--- config.mk ---
export PLATFORM = sky130hd
export DESIGN_NAME = wdc_watchdog
export DESIGN_NICKNAME = d
export VERILOG_FILES = /design/src/wdc_pkg.sv /design/src/wdc_tmr_if.sv /design/src/wdc_timer.sv /design/src/wdc_watchdog.sv
export SDC_FILE = /design/constraint.sdc
export NUM_CORES = 1
export LEC_CHECK = 0
export ABC_AREA = 1
export BUFFER_PORTS_ARGS = -buffer_cell sky130_fd_sc_hd__buf_2
export CORE_MARGIN = 3
export CORE_UTILIZATION = 30
export CTS_BUF_LIST = sky130_fd_sc_hd__clkbuf_2 sky130_fd_sc_hd__clkbuf_4 sky130_fd_sc_hd__clkbuf_8
export DETAILED_ROUTE_END_ITERATION = 6
export HOLD_SLACK_MARGIN = 0.1
export SYNTH_ARGS = -nofsm -noshare
export SYNTH_HDL_FRONTEND = slang
export SYNTH_SLANG_ARGS = --single-unit
--- constraint.sdc ---
create_clock -name clk_sys -period 4.37 [get_ports clk_sys]
set_clock_uncertainty 0.1 [all_clocks]
set_input_delay 0.6555 -clock clk_sys [delete_from_list [all_inputs] [get_ports clk_sys]]
set_output_delay 0.6555 -clock clk_sys [all_outputs]
set_load 0.05 [all_outputs]
--- src/wdc_pkg.sv ---
// Package: register map, field positions and timing constants of the watchdog
package wdc_pkg;

    // System clock and watchdog oscillator rates
    localparam int unsigned CLK_HZ     = 125_000_000;
    localparam int unsigned OSC_HZ     = 128_000;
    // Oscillator period in system clocks, shortest period so rounded down
    localparam int unsigned OSC_DIV    = CLK_HZ / OSC_HZ;
    // Timeout of the shortest prescale step, in oscillator cycles
    localparam int unsigned BASE_TICKS = 2048;

    // Register indices; the byte address is four times the index
    localparam logic [7:0] IDX_DOG_CS  = 8'h21;
    localparam logic [7:0] IDX_CAUSE   = 8'h22;
    localparam logic [7:0] IDX_CMD     = 8'h23;

    // Fields of watchdog_control_status
    localparam int unsigned B_IRQF     = 7;
    localparam int unsigned B_IE       = 6;
    localparam int unsigned B_PS3      = 5;
    localparam int unsigned B_UNLK     = 4;
    localparam int unsigned B_EN       = 3;
    localparam int unsigned B_PS2      = 2;
    localparam int unsigned B_PS0      = 0;

    // Fields of reset_cause_status
    localparam int unsigned B_DOG      = 3;
    localparam int unsigned B_BOR      = 2;
    localparam int unsigned B_PIN      = 1;
    localparam int unsigned B_POR      = 0;
    localparam logic [3:0]  CAUSE_POR  = 4'h1;

    // Fields of the command register
    localparam int unsigned B_KICK     = 0;
    localparam int unsigned B_GIE      = 1;

    // Unlock window length in system clocks
    localparam logic [2:0]  UNLOCK_CYCLES = 3'h4;

    // Prescale select range and counter width
    localparam logic [3:0]  PS_MAX     = 4'h9;
    localparam int unsigned CNT_W      = 21;
    localparam int unsigned DIV_W      = 10;

    // Word index carried by a byte address
    function automatic logic [7:0] reg_index(input logic [9:0] byte_addr);
        reg_index = byte_addr[9:2];
    endfunction

    // Timeout length in oscillator cycles for a prescale code
    function automatic logic [CNT_W-1:0] dog_limit(
        input logic [3:0]  ps,
        input int unsigned base
    );
        logic [3:0] sel;
        sel = (ps > PS_MAX) ? PS_MAX : ps;
        dog_limit = CNT_W'(base) << sel;
    endfunction

endpackage : wdc_pkg

--- src/wdc_tmr_if.sv ---
// Interface: control and timeout signals between register logic and timer
`timescale 1ns/10ps
interface wdc_tmr_if;
    logic       clear;       // Clear counter and divider
    logic [3:0] prescale;    // Prescale select
    logic       timeout;     // One-cycle timeout pulse

    modport ctl (output clear, output prescale, input timeout);
    modport tmr (input clear, input prescale, output timeout);
endinterface : wdc_tmr_if

--- src/wdc_timer.sv ---
// Module: oscillator tick divider and watchdog timeout counter
`timescale 1ns/10ps
module wdc_timer #(
    parameter int unsigned TICK_DIV   = wdc_pkg::OSC_DIV,    // Clocks per tick
    parameter int unsigned BASE_TICKS = wdc_pkg::BASE_TICKS  // Shortest timeout
) (
    input  wire logic clk_sys,     // System clock
    input  wire logic rst,         // Synchronous reset, active high
    wdc_tmr_if.tmr    tmr          // Timer control and timeout
);
    import wdc_pkg::*;

    typedef struct packed {
        logic [DIV_W-1:0] div;
        logic [CNT_W-1:0] cnt;
        logic             timeout;
    } wdc_tmr_state_type;

    wdc_tmr_state_type s;
    wdc_tmr_state_type next_s;

    logic             tick;
    logic [CNT_W-1:0] limit;

    // Oscillator tick from the system clock, then count ticks to timeout
    always_comb
    begin
        next_s         = s;
        next_s.timeout = 1'b0;
        tick           = (s.div == DIV_W'(TICK_DIV - 1));
        limit          = dog_limit(tmr.prescale, BASE_TICKS);
        if (tmr.clear)
        begin
            next_s.div = '0;
            next_s.cnt = '0;
        end
        else
        begin
            next_s.div = tick ? '0 : s.div + 1'b1;
            // Compare with >= so a shortened prescale still expires
            if (tick && (s.cnt >= limit - 1'b1))
            begin
                next_s.cnt     = '0;
                next_s.timeout = 1'b1;
            end
            else if (tick)
            begin
                next_s.cnt = s.cnt + 1'b1;
            end
        end
    end

    // State register
    always_ff @(posedge clk_sys)
    begin
        if (rst)
            s <= '0;
        else
            s <= next_s;
    end

    assign tmr.timeout = s.timeout;

endmodule // wdc_timer

--- src/wdc_watchdog.sv ---
// Module: watchdog control, timed unlock and reset cause flags on Avalon-MM
// Functional notes
// - Upper four bits of reset cause register always read zero.
// - Watchdog reset sets its cause flag; power-on or writing zero clears.
// - Brown-out reset sets its flag; power-on or writing zero clears.
// - Pin reset sets its flag; power-on or writing zero clears.
// - Power-on sets its flag; only writing zero clears it.
// - Timeout in interrupt mode sets flag; vector or write one clears.
// - Interrupt requested only with global enable set and watchdog interrupt enable set or cleared by the timeout.
// - Enable and interrupt-enable bits select stopped, irq, reset, irq-first.
// - With enable set, each timeout clears interrupt-enable.
// - Change-unlock bit clears itself four clocks after written one.
// - Enable clears only on a reset or while unlocked, after writing unlock and enable.
// - Prescale writes take effect only while unlock bit is set.
// - Writing enable one always enables; zero only under unlock.
// - Higher safety level never allows the watchdog to be disabled.
// - Lower level forces enable while watchdog cause flag is set.
// - Prescale codes 0 to 9 give 2K doubling up to 1024K cycles.
// - Counter runs from 128 kHz oscillator ticks.
// - Counter cleared by kick, when disabled, and on any chip reset.
// - Fuse picks safety level; lower starts disabled, higher always on.
// - Reset-mode timeout gives a one-clock reset pulse.
`timescale 1ns/10ps
module wdc_watchdog #(
    parameter int unsigned TICK_DIV   = wdc_pkg::OSC_DIV,    // Clocks per tick
    parameter int unsigned BASE_TICKS = wdc_pkg::BASE_TICKS  // Shortest timeout
) (
    input  wire logic        clk_sys,          // System clock, 125 MHz
    input  wire logic        rst,              // Power-on reset, active high
    input  wire logic        dog_always_on_fuse, // Safety level 2 fuse
    input  wire logic        brownout_event,   // Brown-out reset pulse
    input  wire logic        pin_reset_event,  // External pin reset pulse
    input  wire logic        irq_vector_taken, // Timeout vector executed
    input  wire logic [9:0]  avs_address,      // Byte address
    input  wire logic        avs_read,         // Read request
    input  wire logic        avs_write,        // Write request
    input  wire logic [31:0] avs_writedata,    // Write data
    input  wire logic [3:0]  avs_byteenable,   // Byte enables
    output logic      [31:0] avs_readdata,     // Read data
    output logic             avs_waitrequest,  // Wait request
    output logic             dog_irq_req,      // Timeout interrupt request
    output logic             dog_reset_pulse   // Chip reset from watchdog
);
    import wdc_pkg::*;

    typedef struct packed {
        logic        ack;       // Second cycle of a bus access
        logic [31:0] rdata;     // Read data register
        logic        safety2;   // Fuse captured at power-on
        logic        en;        // dog_enable as written
        logic        ie;        // dog_timeout_irq_enable
        logic        irqf;      // dog_timeout_irq_flag
        logic        irq_kept;  // Request outlives hardware ie clear
        logic [3:0]  psel;      // dog_prescale_select
        logic [2:0]  unlock;    // Unlock window countdown
        logic [3:0]  cause;     // reset_cause_status flags
        logic        gie;       // Global interrupt enable
        logic        dog_rst;   // Reset pulse register
    } wdc_ctl_state_type;

    wdc_ctl_state_type s;
    wdc_ctl_state_type next_s;

    wdc_tmr_if tmr_bus ();

    logic       req;
    logic       acc;
    logic       wr;
    logic [7:0] wdata;
    logic [7:0] idx;
    logic       unlocked;
    logic       en_eff;
    logic       running;
    logic       kick;
    logic       dog_chip_rst;
    logic       chip_rst;

    // Timeout counter on oscillator ticks
    wdc_timer #(
        .TICK_DIV   (TICK_DIV),
        .BASE_TICKS (BASE_TICKS)
    ) u_timer (
        .clk_sys (clk_sys),
        .rst     (rst),
        .tmr     (tmr_bus.tmr)
    );

    // Bus decode: one wait state, the access completes on the ack cycle
    always_comb
    begin
        req      = avs_read | avs_write;
        acc      = req & s.ack;
        wr       = avs_write & acc & avs_byteenable[0];
        wdata    = avs_writedata[7:0];
        idx      = reg_index(avs_address);
        unlocked = (s.unlock != '0);
    end

    // Effective enable: level 2 always on, level 1 held by dog cause flag
    always_comb
    begin
        en_eff  = s.en | s.safety2
                | (~s.safety2 & s.cause[B_DOG]);
        running = en_eff | s.ie;
    end

    // Timeout handling and chip reset sources
    always_comb
    begin
        dog_chip_rst = tmr_bus.timeout & ~s.ie & en_eff;
        chip_rst     = dog_chip_rst | brownout_event | pin_reset_event;
        kick         = wr && (idx == IDX_CMD) && wdata[B_KICK];
    end

    // Timer control; a stopped timer is held cleared
    always_comb
    begin
        tmr_bus.clear    = chip_rst | kick | ~running;
        tmr_bus.prescale = s.psel;
    end

    // Next state of the register file
    always_comb
    begin
        next_s         = s;
        next_s.ack     = req & ~s.ack;
        next_s.dog_rst = 1'b0;

        // Unlock window counts down on its own
        if (unlocked)
            next_s.unlock = s.unlock - 1'b1;

        // Read data captured in the first cycle of a read
        if (avs_read && !s.ack)
        begin
            next_s.rdata = '0;
            case (idx)
                IDX_DOG_CS:
                begin
                    next_s.rdata[B_IRQF] = s.irqf;
                    next_s.rdata[B_IE]   = s.ie;
                    next_s.rdata[B_PS3]  = s.psel[3];
                    next_s.rdata[B_UNLK] = unlocked;
                    next_s.rdata[B_EN]   = en_eff;
                    next_s.rdata[B_PS2:B_PS0] = s.psel[2:0];
                end
                IDX_CAUSE:
                    next_s.rdata[3:0] = s.cause;
                IDX_CMD:
                    next_s.rdata[B_GIE] = s.gie;
                default:
                    next_s.rdata = '0;
            endcase
        end

        // Register writes
        if (wr)
        begin
            case (idx)
                IDX_DOG_CS:
                begin
                    next_s.ie = wdata[B_IE];
                    next_s.irq_kept = 1'b0;
                    if (wdata[B_IRQF])
                        next_s.irqf = 1'b0;
                    // Window opens only on unlock and enable written together
                    if (wdata[B_UNLK] && wdata[B_EN])
                        next_s.unlock = UNLOCK_CYCLES;
                    if (wdata[B_EN])
                        next_s.en = 1'b1;
                    else if (unlocked && !s.safety2 && !s.cause[B_DOG])
                        next_s.en = 1'b0;
                    if (unlocked)
                        next_s.psel = {wdata[B_PS3],
                                       wdata[B_PS2:B_PS0]};
                end
                IDX_CAUSE:
                    // Writing zero clears; writing one leaves a flag alone
                    next_s.cause = s.cause & wdata[3:0];
                IDX_CMD:
                    next_s.gie = wdata[B_GIE];
                default:
                    next_s.gie = s.gie;
            endcase
        end

        // Vector execution acknowledges the interrupt
        if (irq_vector_taken)
        begin
            next_s.irqf     = 1'b0;
            next_s.irq_kept = 1'b0;
        end

        // Timeout in interrupt mode; a set beats a same-cycle vector or write clear, a chip reset beats the set
        if (tmr_bus.timeout && s.ie)
        begin
            next_s.irqf = 1'b1;
            // Keep the request alive, else irq-first mode never interrupts
            if (en_eff)
            begin
                next_s.ie       = 1'b0;
                next_s.irq_kept = 1'b1;
            end
        end

        // Timeout in reset mode gives a single clock pulse
        if (dog_chip_rst)
            next_s.dog_rst = 1'b1;

        // Any chip reset returns the control state to its start values
        if (chip_rst)
        begin
            next_s.en     = 1'b0;
            next_s.ie     = 1'b0;
            next_s.irqf   = 1'b0;
            next_s.irq_kept = 1'b0;
            next_s.psel   = '0;
            next_s.unlock = '0;
            next_s.gie    = 1'b0;
        end

        // Cause flags set last so they win over a same-cycle clear
        if (dog_chip_rst)
            next_s.cause[B_DOG] = 1'b1;
        if (brownout_event)
            next_s.cause[B_BOR] = 1'b1;
        if (pin_reset_event)
            next_s.cause[B_PIN] = 1'b1;
    end

    // State register; power-on sets only the power-on flag, captures fuse
    always_ff @(posedge clk_sys)
    begin
        if (rst)
        begin
            s         <= '0;
            s.cause   <= CAUSE_POR;
            s.safety2 <= dog_always_on_fuse;
        end
        else
        begin
            s <= next_s;
        end
    end

    // Outputs
    assign avs_waitrequest = req & ~s.ack;
    assign avs_readdata    = s.rdata;
    // An enable cleared by the timeout itself still serves that request
    assign dog_irq_req     = s.irqf & (s.ie | s.irq_kept) & s.gie;
    assign dog_reset_pulse = s.dog_rst;

endmodule // wdc_watchdog

# Yosys cells after proc, flatten, opt, wreduce, memory -nomap -nowiden
# Cells that the tools add are included.
word_totals:
  ff_bits: 59
  latch_bits: 0
  ram_bits: 0
  romBits: 0
  in_bits: 54
  elab_cells: 110
  n_memories: 0
classes:
  n_addsub: 4
  multipliers: 0
  n_div: 0
  magnitude_cmp: 2
  n_eq_ne: 4
  n_shift: 1
  muxes: 24
  n_bitwise: 23
  reduce_logical: 34
op_table:
  columns: ["op", "n"]
  rows:
  - ["== test 8 x 6 -> 1 bit (second input constant)", 3]
  - ["adder 21 x 1 -> 21 bit (second input constant)", 1]
  - [">= comparator 21 bit", 1]
  - ["left shift 12 x 4 -> 21 bit (first input constant)", 1]
  - ["subtractor 21 x 1 -> 21 bit (second input constant)", 1]
  - ["two-way mux 4 bit", 4]
  - ["two-way mux 15 bit", 1]
  - ["nonzero test 2 bit", 7]
  - ["nonzero test 3 bit", 4]
  - ["two-way mux 1 bit", 11]
  - ["adder 10 x 1 -> 10 bit (second input constant)", 1]
  - ["== test 10 bit (second input constant)", 1]
  - ["two-way mux 10 bit", 1]
  - ["AND reduction 2 bit", 5]
  - ["AND 1 bit", 9]
  - ["two-way mux 3 bit", 3]
  - ["OR 1 bit", 9]
  - ["AND reduction 3 bit", 3]
  - ["logical AND 1 bit", 8]
  - ["OR reduction 3 bit", 2]
  - ["AND 4 bit", 1]
  - ["> comparator 4 bit (second input constant)", 1]
  - ["inverter 1 bit", 4]
  - ["one-hot mux 2 bit (2 select lines)", 1]
  - ["other kinds (6)", 9]

# Depth between registers and ports, before layout
# Gate-level depths: netlist of run 1.
logic_depth:
  ltp_word: 9
  mapped_depth: 17
  depth_no_buf: 15

# Modules after synthesis
# From an unflattened synthesis of run 1, not the netlist that was laid out.
unflattened:
  cells_unflattened: 527
  area_unflattened_um2: 3677.3
modules_own_cells:
  columns: ["mod", "n_inst", "cells_each", "area_each_um2", "seq_area_each_um2"]
  rows:
  - ["wdc_timer", 1, 300, 2067.0, 640.6]
  - ["wdc_watchdog", 1, 227, 1610.3, 550.5]

# Worst setup path after synthesis of run 1
# No wires, ideal clock.
synth_timing:
  kind: "register to register"
  start: "reg s, in the netlist tmr_bus.prescale[1]"
  end: "reg u_timer.s[3] (netlist bit)"
  arrival_ns: 2.157
  required_ns: 4.151
  setup_slack_ns: 1.994
  stages_incl_launch_ff: 17
  n_path_buf: 2
  period_less_slack_ns: 2.376
  path_cell_list: "dfxtp_1 -> clkbuf_1 -> nor2_1 -> nand3_1 -> ha_1 -> nand3_1 -> xnor2_1 -> ha_1 -> nand2_1 -> nor2_1 -> a21boi_0 -> nor2_1 -> nand2_2 -> nand2_2 -> nand2_4 -> buf_12 -> nor2_2"
synth_via:
  elab_chain_len: 7
synth_rtl:
  columns: ["element", "line_no", "rtl"]
  rows:
  - ["start, declared", "wdc_watchdog.sv:61", "wdc_ctl_state_type s;"]
  - ["start signal, assigned", "wdc_watchdog.sv:242", "s <= next_s;"]
  - ["> comparator 4 bit", "wdc_pkg.sv:56", "sel = (ps > PS_MAX) ? PS_MAX : ps;"]
  - ["two-way mux 4 bit *", "wdc_pkg.sv:56", null]
  - ["left shift 12 x 4 -> 21 bit *", "wdc_pkg.sv:57", "dog_limit = CNT_W'(base) << sel;"]
  - ["subtractor 21 x 1 -> 21 bit *", "wdc_timer.sv:41", "if (tick && (s.cnt >= limit - 1'b1))"]
  - [">= comparator 21 bit *", "wdc_timer.sv:41", null]
  - ["logical AND 1 bit *", "wdc_timer.sv:41", null]
  - ["OR reduction 3 bit (no line) *", null, null]
  - ["end signal, assigned", "wdc_timer.sv:59", "s <= next_s;"]
  - ["end, declared", "wdc_timer.sv:19", "wdc_tmr_state_type s;"]
# Every way passes the cells marked *; elsewhere a longest branch is shown, timed or not.
# A chain may end at the register's enable or synchronous reset.

# Final worst setup path of run 1
layout_timing:
  start: "reg s, in the netlist tmr_bus.prescale[3]"
  end: "reg u_timer.s[1] (netlist bit)"
# The elaborated chain is that of the path after synthesis.

==> results of run 1 <==
-- kinds of logic (layout without fill, tap and decap cells) --
group | count (synthesis) | after routing | synth area share [%]
simple gates | 236 | 236 | 32.4
buf+inv | 101 | 113 | 15.2
flops | 59 | 59 | 33.9
compound gates | 43 | 43 | 6.90
xor+xnor | 23 | 23 | 5.73
fa+ha+maj | 16 | 16 | 5.69
other cells | 2 | 25 | 0.214
-- power groups by stage --
stage,registers (µW),clock network (µW),logic (µW)
floorplan,558,0,100
global placement,559,0,100
detailed placement,559,0,101
CTS,547,587,101
global route,547,606,109
finish,547,570,101
-- synth_stat cells --
master / count / area share, %
a21boi_0: 1 / 0.21
a21oi_1: 19 / 2.7
a31oi_1: 3 / 0.53
and2_1: 1 / 0.18
buf_12: 2 / 1.1
buf_2: 2 / 0.28
buf_4: 32 / 6.8
clkbuf_1: 4 / 0.43
conb_1: 2 / 0.21
dfxtp_1: 58 / 33
edfxtp_1: 1 / 0.85
ha_1: 16 / 5.7
inv_1: 59 / 6.3
inv_2: 2 / 0.21
nand2_1: 87 / 9.3
nand2_2: 6 / 1.1
nand2_4: 3 / 0.96
nand3_1: 37 / 5.3
nand3_2: 3 / 0.85
nand4_1: 7 / 1.2
nor2_1: 45 / 4.8
nor2_2: 27 / 4.8
nor2_4: 4 / 1.3
nor3_1: 14 / 2.0
nor3_2: 1 / 0.28
nor3b_2: 1 / 0.36
o211a_1: 1 / 0.28
o211ai_1: 3 / 0.64
o21a_1: 1 / 0.21
o21ai_0: 10 / 1.4
o21ai_1: 2 / 0.28
o21bai_1: 1 / 0.21
o22ai_1: 1 / 0.18
o31ai_1: 1 / 0.21
xnor2_1: 10 / 2.5
xor2_1: 13 / 3.2
-- worst paths after layout --
| kind | startpoint | slack, ns | cells past startpoint | end |
|---|---|---|---|---|
| worst min-delay path | u_timer.s[22]$_SDFF_PP0_ | 0.36 | 1 | u_timer.s[22]$_SDFF_PP0_ |
| worst max register to register | tmr_bus.prescale[3]$_SDFFE_PP0P_ | 1.61 | 14 | u_timer.s[1]$_SDFFE_PP0P_ |
| worst max-delay path | tmr_bus.prescale[3]$_SDFFE_PP0P_ | 1.61 | 14 | u_timer.s[1]$_SDFFE_PP0P_ |
| worst min register to register | u_timer.s[22]$_SDFF_PP0_ | 0.36 | 1 | u_timer.s[22]$_SDFF_PP0_ |
-- state kept, by name, summed over array words and instances, names as in the netlist --
signal and cells:
s 13, next_s 1, tmr_bus.prescale 4, dog_reset_pulse 1, u_timer.s 31, avs_readdata 8
u_timer.tmr.timeout 1
-- critical path, delay by kind of cell, from the launching register on --
| kind | cells | cell delay (ns) |
|---|---|---|
| compound gates | 1 | 0.24 |
| buf+inv | 1 | 0.14 |
| flops | 1 | 0.44 |
| simple gates | 9 | 1.12 |
| fa+ha+maj | 2 | 0.46 |
| xor+xnor | 1 | 0.14 |
-- layer usage --
metal  vias to the layer above  global-route usage (%)
met4                         0                    5.70
met3                         6                    2.06
li1                       1528                       -
met5                         -                       0
met2                        72                    18.7
met1                      1311                    14.1
-- per-stage QoR --
step | total power (µW) | hold WS (ns) | worst slack, ns | utilization, %
after floorplan | 659 | 0.318 | 1.99 | -
after global placement | 659 | 0.330 | 1.70 | 32.8
after detailed placement | 660 | 0.351 | 1.63 | 32.8
after CTS | 1240 | 0.360 | 1.64 | 34.9
after global routing | 1260 | 0.379 | 1.40 | 34.9
final | 1220 | 0.359 | 1.61 | 34.9
-- cell type report --
type | count | area [µm²]
clock buffers | 12 | 159
clock inverters | 4 | 72.6
fillers | 1168 | 7240
inverters | 61 | 229
multi-input cells | 343 | 1880
flip-flops and latches | 59 | 1190
well taps | 140 | 175
repair buffers | 36 | 183
==> metrics, run 1 <==
number of global-route vias before repair 2684; Die Height 114 µm; Tcrit/Tclk final 63.1%; Area growth, synth to finish 10.5%; Max Clk Rate 362 MHz; Max Root-Sink Buffers 2; CTS Root Cell clkbuf_8; Die Width 114 µm; clk sinks 59; fin area 3890 µm²; Top Metal Used met4; CTS buffer count 9; CP Class reg -> reg; most used cell, CP nor2_1; commonest cells after routing, fill and taps aside nand2_1 (87), inv_1 (59), dfxtp_1 (58); Sw Share 24.6%; cell breakdown of the critical path inv_1, nand3_1, ha_1, nand3_1, xnor2_1, ha_1, nand2_1, nor2_1, a21boi_0, nor2_1, nand2_2, nand2_2, nand2_4, nor2_1; area post-placement 3650 µm²; clock share of power 46.8%; Flop pwr share 44.9%; GRT Total Usage 11.3%; Static Leakage 0.00159 µW; largest net degree at the start of global routing 22; GPL Wtd Cong 0.772; crit-path max FO 21; minimum clock period 2.76 ns; placed cells 639; Yosys warnings 0; DR vias/cell 4.45; IO Pins 89; first-pass GRT wire length 12000 µm; M1 wire length 3260 µm; # setup viols final 0; H-tree Lvls 3; Worst setup EP type flip-flop; Finished Layout Cells 655; Synth Register Bits 59; WL final 7030 µm; Setup crit start kind flip-flop; Mapped Cells 480; Max Slew Vio Count 0; Mapped Area 3520 µm²; ratio of cells with drive above 1 in the final layout 19.2%; PostCTS Resize Cnt 0; metal3 WL 350 µm; setup TNS 0 ns; number of library cell types mapped by synthesis 36; Min-Delay Path Class reg -> reg; Post-CTS Setup Inserts 0; Hold Fails Final Rpt 0; Crit-path slowest cell dfxtp_1; grt ovf 0; switching pwr 300 µW; Worst Tran Pin Value 0.569 ns; DR WL met2 3330 µm; Power Dens Cells 314 nW/µm²; peak supply drop 121 µV; Detail Placement HPWL 5520 µm; initial antenna violation count 0; Reg clk slew, reported paths 0.06 ns; status complete, no violations; post-route antenna net violation count 0; Die Area 13100 µm²; Rows 38; IO Port Bufs 35; fin nets 580; Syn Area/Cell 7.32 µm²; core footprint 11100 µm²; Crit path largest cell delay 0.44 ns; CTS tree built; routed via count 2917; Hold Buf Count CTS 0; initial drt markers 120; drt first pass iters 4; Logic pwr share 8.3%; sequential fraction of the synthesis area 33.9%; Internal 919 µW; commonest non-fill, non-tap cell in the layout nand2_1; Worst EP required 4.48 ns; Wirelength per Cell 10.7 µm; Relative slew margins 61.8%; Critical Path AT 2.87 ns; initial core utilization 31.6%; maxcap violations 0; Antenna diodes 0; Residual DRC 0; Clock Latency Late Sink 0.34 ns; RSZ-0062 raised after global routing false
Power figures use the tool's default switching activity.
==> run 2: changes to the inputs <==
clock period = 2.6 ns   (was 4.37 ns; I/O delays follow)
==> metrics, run 2 (same netlist as run 1, synthesis figures left out) <==
maxcap violations 0 (unchanged); CTS buffer count 9 (unchanged); Hold Fails Final Rpt 0 (unchanged); Max Clk Rate 411 MHz (+13%); post-route antenna net violation count 0 (unchanged); RSZ-0062 raised after global routing false; first-pass GRT wire length 12700 µm (+5.4%); Worst R2R Path Depth 17 (+3); Reg area 1190 µm² (unchanged); WL final 7420 µm (+5.5%); drt first pass iters 4 (unchanged); core footprint 11100 µm² (unchanged); ratio of cells with drive above 1 in the final layout 22.2% (+3.0 points); GRT Total Usage 11.9% (+0.61 points); area of the multi-input gates 1900 µm² (+1.5%); Die Area 13100 µm² (unchanged); DR vias/cell 4.42 (-0.65%); fin nets 592 (+2.1%); peak supply drop 332 µV (+170%); Biggest register u_timer.s; hold depth 1 (unchanged); IO Pins 89 (unchanged); number of global-route vias before repair 2847 (+6.1%); initial antenna violation count 0 (unchanged); minimum clock period 2.43 ns (-0.327 ns); Top delay family on crit path simple AND/OR/NAND/NOR gates; post-route core utilization 36.5% (+1.6 points); commonest cells after routing, fill and taps aside nand2_1 (87), inv_1 (59), dfxtp_1 (58); Crit path largest cell delay 0.32 ns (-0.12 ns); # setup viols final 0 (unchanged); switching pwr 517 µW (+72%); Flop pwr share 42.8% (-2.1 points); WP buf/inv 3 (+2); Rows 38 (unchanged); setup TNS 0 ns (unchanged); most used cell, CP nor2_2; initial drt markers 107 (-11%); max reg flops 31 (unchanged); largest net degree at the start of global routing 15 (-32%); Fillers 1161 (-0.60%); commonest non-fill, non-tap cell in the layout nand2_1; Die Width 114 µm (unchanged); Power Dens Cells 529 nW/µm² (+69%); grt ovf 0 (unchanged); Max Root-Sink Buffers 2 (unchanged); Residual DRC 0 (unchanged); CTS tree built; Crit-path slowest cell dfxtp_1; Crit path depth 17 (+3); Tcrit/Tclk final 93.5% (+30 points); status complete, no violations; initial core utilization 31.6% (unchanged); CTS Root Cell clkbuf_8; cell breakdown of the critical path nor2_2, nand3_1, ha_2, buf_4, xnor2_2, inv_1, ha_1, nand2_1, nor2_2, nand3_1, nor2_2, nor2_1, nand2_2, nand2_2, nand2_4, clkbuf_16, nor2_2; Sw Share 24.0% (-0.58 points); H-tree Lvls 3 (unchanged); clk sinks 59 (unchanged); Final Power 2150 µW (+77%); Area growth, synth to finish 15.6%; Worst EP required 2.74 ns (-1.74 ns); Antenna diodes 0 (unchanged); Setup crit start kind flip-flop; IO Port Bufs 35 (unchanged); Reg clk slew, reported paths 0.07 ns (about the same); CP Class reg -> reg; Static Leakage 0.00169 µW (+6.8%); Clock Latency Late Sink 0.33 ns (about the same); Detail Placement HPWL 5640 µm (+2.0%); Hold Buf Count CTS 0 (unchanged); Worst setup EP type flip-flop; Wirelength per Cell 11.1 µm (+3.6%); Critical Path AT 2.57 ns (-0.30 ns); Logic pwr share 8.3% (about the same); Die Height 114 µm (unchanged); GPL Wtd Cong 0.771 (about the same); crit-path max FO 7 (-67%); clock share of power 48.9% (+2.1 points); Internal 1630 µW (+78%); Min-Delay Path Class in -> reg; routed via count 2951 (+1.2%); Max Slew Vio Count 0 (unchanged)
-- run 2: cell count changes in the layout (fill, tap and decap cells not counted), moves of 2 or more --
cell / change
nor2_1: -3
nor2_2: +2
buf_4: +9
buf_12: +2
-- run 2: layer usage --
metal  global-route usage (%)  wire [µm]
met1                     15.0       3500
met2                     19.6       3460
met3                     2.11        315
met4                     6.02        145
met5                        0          0
-- run 2: timing repair --
| action | in CTS | in global routing |
|---|---|---|
| gates resized for setup | 0 | 8 |
| endpoints found under the hold margin | 0 | 0 |
| setup buffers | 0 | 1 |
| endpoints found under the setup margin | 0 | 20 |
-- run 2: area by class of cell --
class,count,share of cell area (%)
Tap cell,140,4.31
Multi-Input combinational cell,343,46.8
Clock buffer,12,3.75
Sequential cell,59,29.3
Timing Repair Buffer,48,7.76
Clock inverter,4,2.40
Inverter,61,5.63
-- run 2: power by group through the flow --
stage               clock network (µW)  logic [µW]  registers [µW]
finish                            1050         179             920
global route                      1110         193             920
CTS                               1070         175             920
detailed placement                   0         174             940
global placement                     0         173             940
floorplan                            0         169             939
-- run 2: final timing paths --
| kind | endpoint | start | slack [ns] |
|---|---|---|---|
| max reg2reg | u_timer.s[7]$_SDFFE_PP0P_ | tmr_bus.prescale[2]$_SDFFE_PP0P_ | 0.17 |
| max | u_timer.s[7]$_SDFFE_PP0P_ | tmr_bus.prescale[2]$_SDFFE_PP0P_ | 0.17 |
| min | next_s[17]$_DFFE_PP_ | dog_always_on_fuse | 0.14 |
| min reg2reg | u_timer.s[22]$_SDFF_PP0_ | u_timer.s[22]$_SDFF_PP0_ | 0.35 |
-- run 2: metrics by stage --
| stage | cells | hold slack (ns) | setup slack, ns | area [µm²] |
|---|---|---|---|---|
| after floorplan | 503 | 0.318 | 0.224 | 3600 |
| after global placement | 649 | 0.330 | 0.136 | 3750 |
| after detailed placement | 649 | 0.345 | 0.116 | 3750 |
| after CTS | 665 | 0.122 | 0.0933 | 4010 |
| after global routing | 667 | 0.124 | 0.0148 | 4070 |
| final | 667 | 0.137 | 0.168 | 4070 |
==> run 3: changes to the inputs <==
CORE_UTILIZATION = 55   (was 30)
CTS_CLUSTER_SIZE = 28   (was unset)
PLACE_DENSITY = 0.82   (was unset)
==> metrics, run 3 (same netlist as run 1, synthesis figures left out) <==
first-pass GRT wire length 11700 µm (-8.0%); Biggest register u_timer.s; Die Width 86.0 µm (-25%); Hold Buf Count CTS 0 (unchanged); IO Port Bufs 35 (unchanged); hold depth 1 (unchanged); clk sinks 59 (unchanged); fin nets 587 (-0.84%); CTS tree built; commonest non-fill, non-tap cell in the layout nand2_1; Rows 28 (-26%); # setup viols final 0 (unchanged); Reg area 1190 µm² (+0.10%); Area growth, synth to finish 10.3%; crit-path max FO 14 (+7); Wirelength per Cell 11.8 µm (+6.2%); H-tree Lvls 3 (unchanged); initial drt markers 103 (-3.7%); Worst R2R Path Depth 16 (-1); Residual DRC 0 (unchanged); Worst EP required 2.73 ns (about the same); IO Pins 89 (unchanged); ratio of cells with drive above 1 in the final layout 20.7% (-1.5 points); GRT Total Usage 19.6% (+7.7 points); final worst slack 0.216 ns (+0.0478 ns); Max Clk Rate 419 MHz (+2.0%); Reg clk slew, reported paths 0.06 ns (about the same); post-route antenna net violation count 0 (unchanged); Antenna diodes 0 (unchanged); Reg2Reg Setup Slack 0.22 ns (+0.05 ns); Worst Tran Pin Value 0.533 ns; RSZ-0062 raised after global routing false; Critical Path AT 2.51 ns (-0.06 ns); Detail Placement HPWL 5160 µm (-8.4%); initial antenna violation count 0 (unchanged); Power Dens Cells 518 nW/µm² (-2.0%); minimum clock period 2.38 ns (-0.0478 ns); Hold Fails Final Rpt 0 (unchanged); Clock Latency Late Sink 0.34 ns (about the same); largest net degree at the start of global routing 15 (unchanged); commonest cells after routing, fill and taps aside nand2_1 (87), inv_1 (59), dfxtp_1 (57); maxcap violations 0 (unchanged); Fillers 515 (-56%); Setup crit start kind flip-flop; area of the multi-input gates 1890 µm² (-0.92%); Worst R2R Start tmr_bus.prescale[2]$_SDFFE_PP0P_; r2r endpoint u_timer.s[8]$_SDFFE_PP0P_; Die Height 86.0 µm (-25%); Worst Hold Launch dog_always_on_fuse; Hold Path Sink next_s[17]$_DFFE_PP_; CTS Root Cell clkbuf_8; number of global-route vias before repair 2781 (-2.3%); GPL Wtd Cong 0.869 (+13%); peak supply drop 373 µV (+12%); post-place setup slack 0.0782 ns (-0.0373 ns); Die Area 7390 µm² (-43%); Max Root-Sink Buffers 2 (unchanged); Final Power 2010 µW (-6.6%); routed via count 2993 (+1.4%); CTS buffer count 9 (unchanged); setup TNS 0 ns (unchanged); drt first pass iters 4 (unchanged); initial core utilization 58.0% (+26 points); CP Class reg -> reg; Min-Delay Path Class in -> reg; DR vias/cell 5.02 (+14%); Hold WS 0.132 ns (-0.00533 ns); Tcrit/Tclk final 91.7% (-1.8 points); max reg flops 31 (unchanged); Relative slew margins 64.2%; Static Leakage 0.00163 µW (-3.8%); grt ovf 0 (unchanged); status complete, no violations; Worst setup EP type flip-flop; core footprint 6060 µm² (-46%); Max Slew Vio Count 0 (unchanged); WL final 7040 µm (-5.1%)
==> run 3: timing repair <==
item / CTS / global route
endpoints found under the setup margin: 0 / 21
setup buffers: 0 / 0
gates resized for setup: 0 / 5
==> run 3: worst max path at each step <==
stage | depth (start not counted) | end | slack, ns | from
floorplan | 16 | u_timer.s[3]$_SDFFE_PP0P_ | 0.22 | tmr_bus.prescale[1]$_SDFFE_PP0P_
global placement | 15 | u_timer.s[15]$_SDFFE_PP0P_ | 0.14 | tmr_bus.prescale[2]$_SDFFE_PP0P_
detailed placement | 15 | u_timer.s[8]$_SDFFE_PP0P_ | 0.08 | tmr_bus.prescale[2]$_SDFFE_PP0P_
CTS | 15 | u_timer.s[8]$_SDFFE_PP0P_ | 0.01 | tmr_bus.prescale[2]$_SDFFE_PP0P_
global route | 16 | u_timer.s[8]$_SDFFE_PP0P_ | 0.002 | tmr_bus.prescale[3]$_SDFFE_PP0P_
finish | 16 | u_timer.s[8]$_SDFFE_PP0P_ | 0.22 | tmr_bus.prescale[2]$_SDFFE_PP0P_
==> run 3: worst max-delay path: stages, from the launching register on <==
cell and delay [ns]:
dfxtp_2 0.35, nor2_2 0.12, nand3_1 0.13, ha_1 0.23
xnor2_1 0.17, inv_1 0.06, ha_1 0.27, nand2_1 0.06
nor2_1 0.12, nand3_1 0.10, nor2_2 0.08, nor2_1 0.05
nand2_2 0.06, nand2_2 0.06, nand2_4 0.09, buf_12 0.16
nor2_2 0.05
==> run 3: cell type report <==
| type | instances | area share, % |
|---|---|---|
| flip-flops and latches | 59 | 30.8 |
| clock inverters | 5 | 2.00 |
| clock buffers | 10 | 3.55 |
| well taps | 75 | 2.42 |
| inverters | 61 | 5.91 |
| multi-input cells | 343 | 48.7 |
| repair buffers | 43 | 6.71 |
==> run 3: metal layers <==
layer  GRT usage, %  routed length (µm)  share of wire [%]  vias to the layer above
met5              0                   0                  0                        -
met1           23.2                3150                 45                     1373
met3           5.48                 377                5.4                        8
li1               -                   -                  -                     1539
met2           34.3                3450                 49                       73
met4           5.90                  63               0.90                        0
==> run 3: report_power, final <==
group          switching [µW]  total (µW)  internal (µW)
clock                     361         917            556
sequential               4.76         920            915
combinational             141         173           32.1
==> run 3: metrics by stage <==
| step | std cells | instance area, µm² | util (%) |
|---|---|---|---|
| 2_1_floorplan | 503 | 3600 | - |
| 3_3_place_gp | 581 | 3650 | 60.2 |
| 3_5_place_dp | 581 | 3650 | 60.2 |
| 4_1_cts | 596 | 3870 | 63.8 |
| 5_1_grt | 596 | 3880 | 64.0 |
| 6_report | 596 | 3880 | 64.0 |
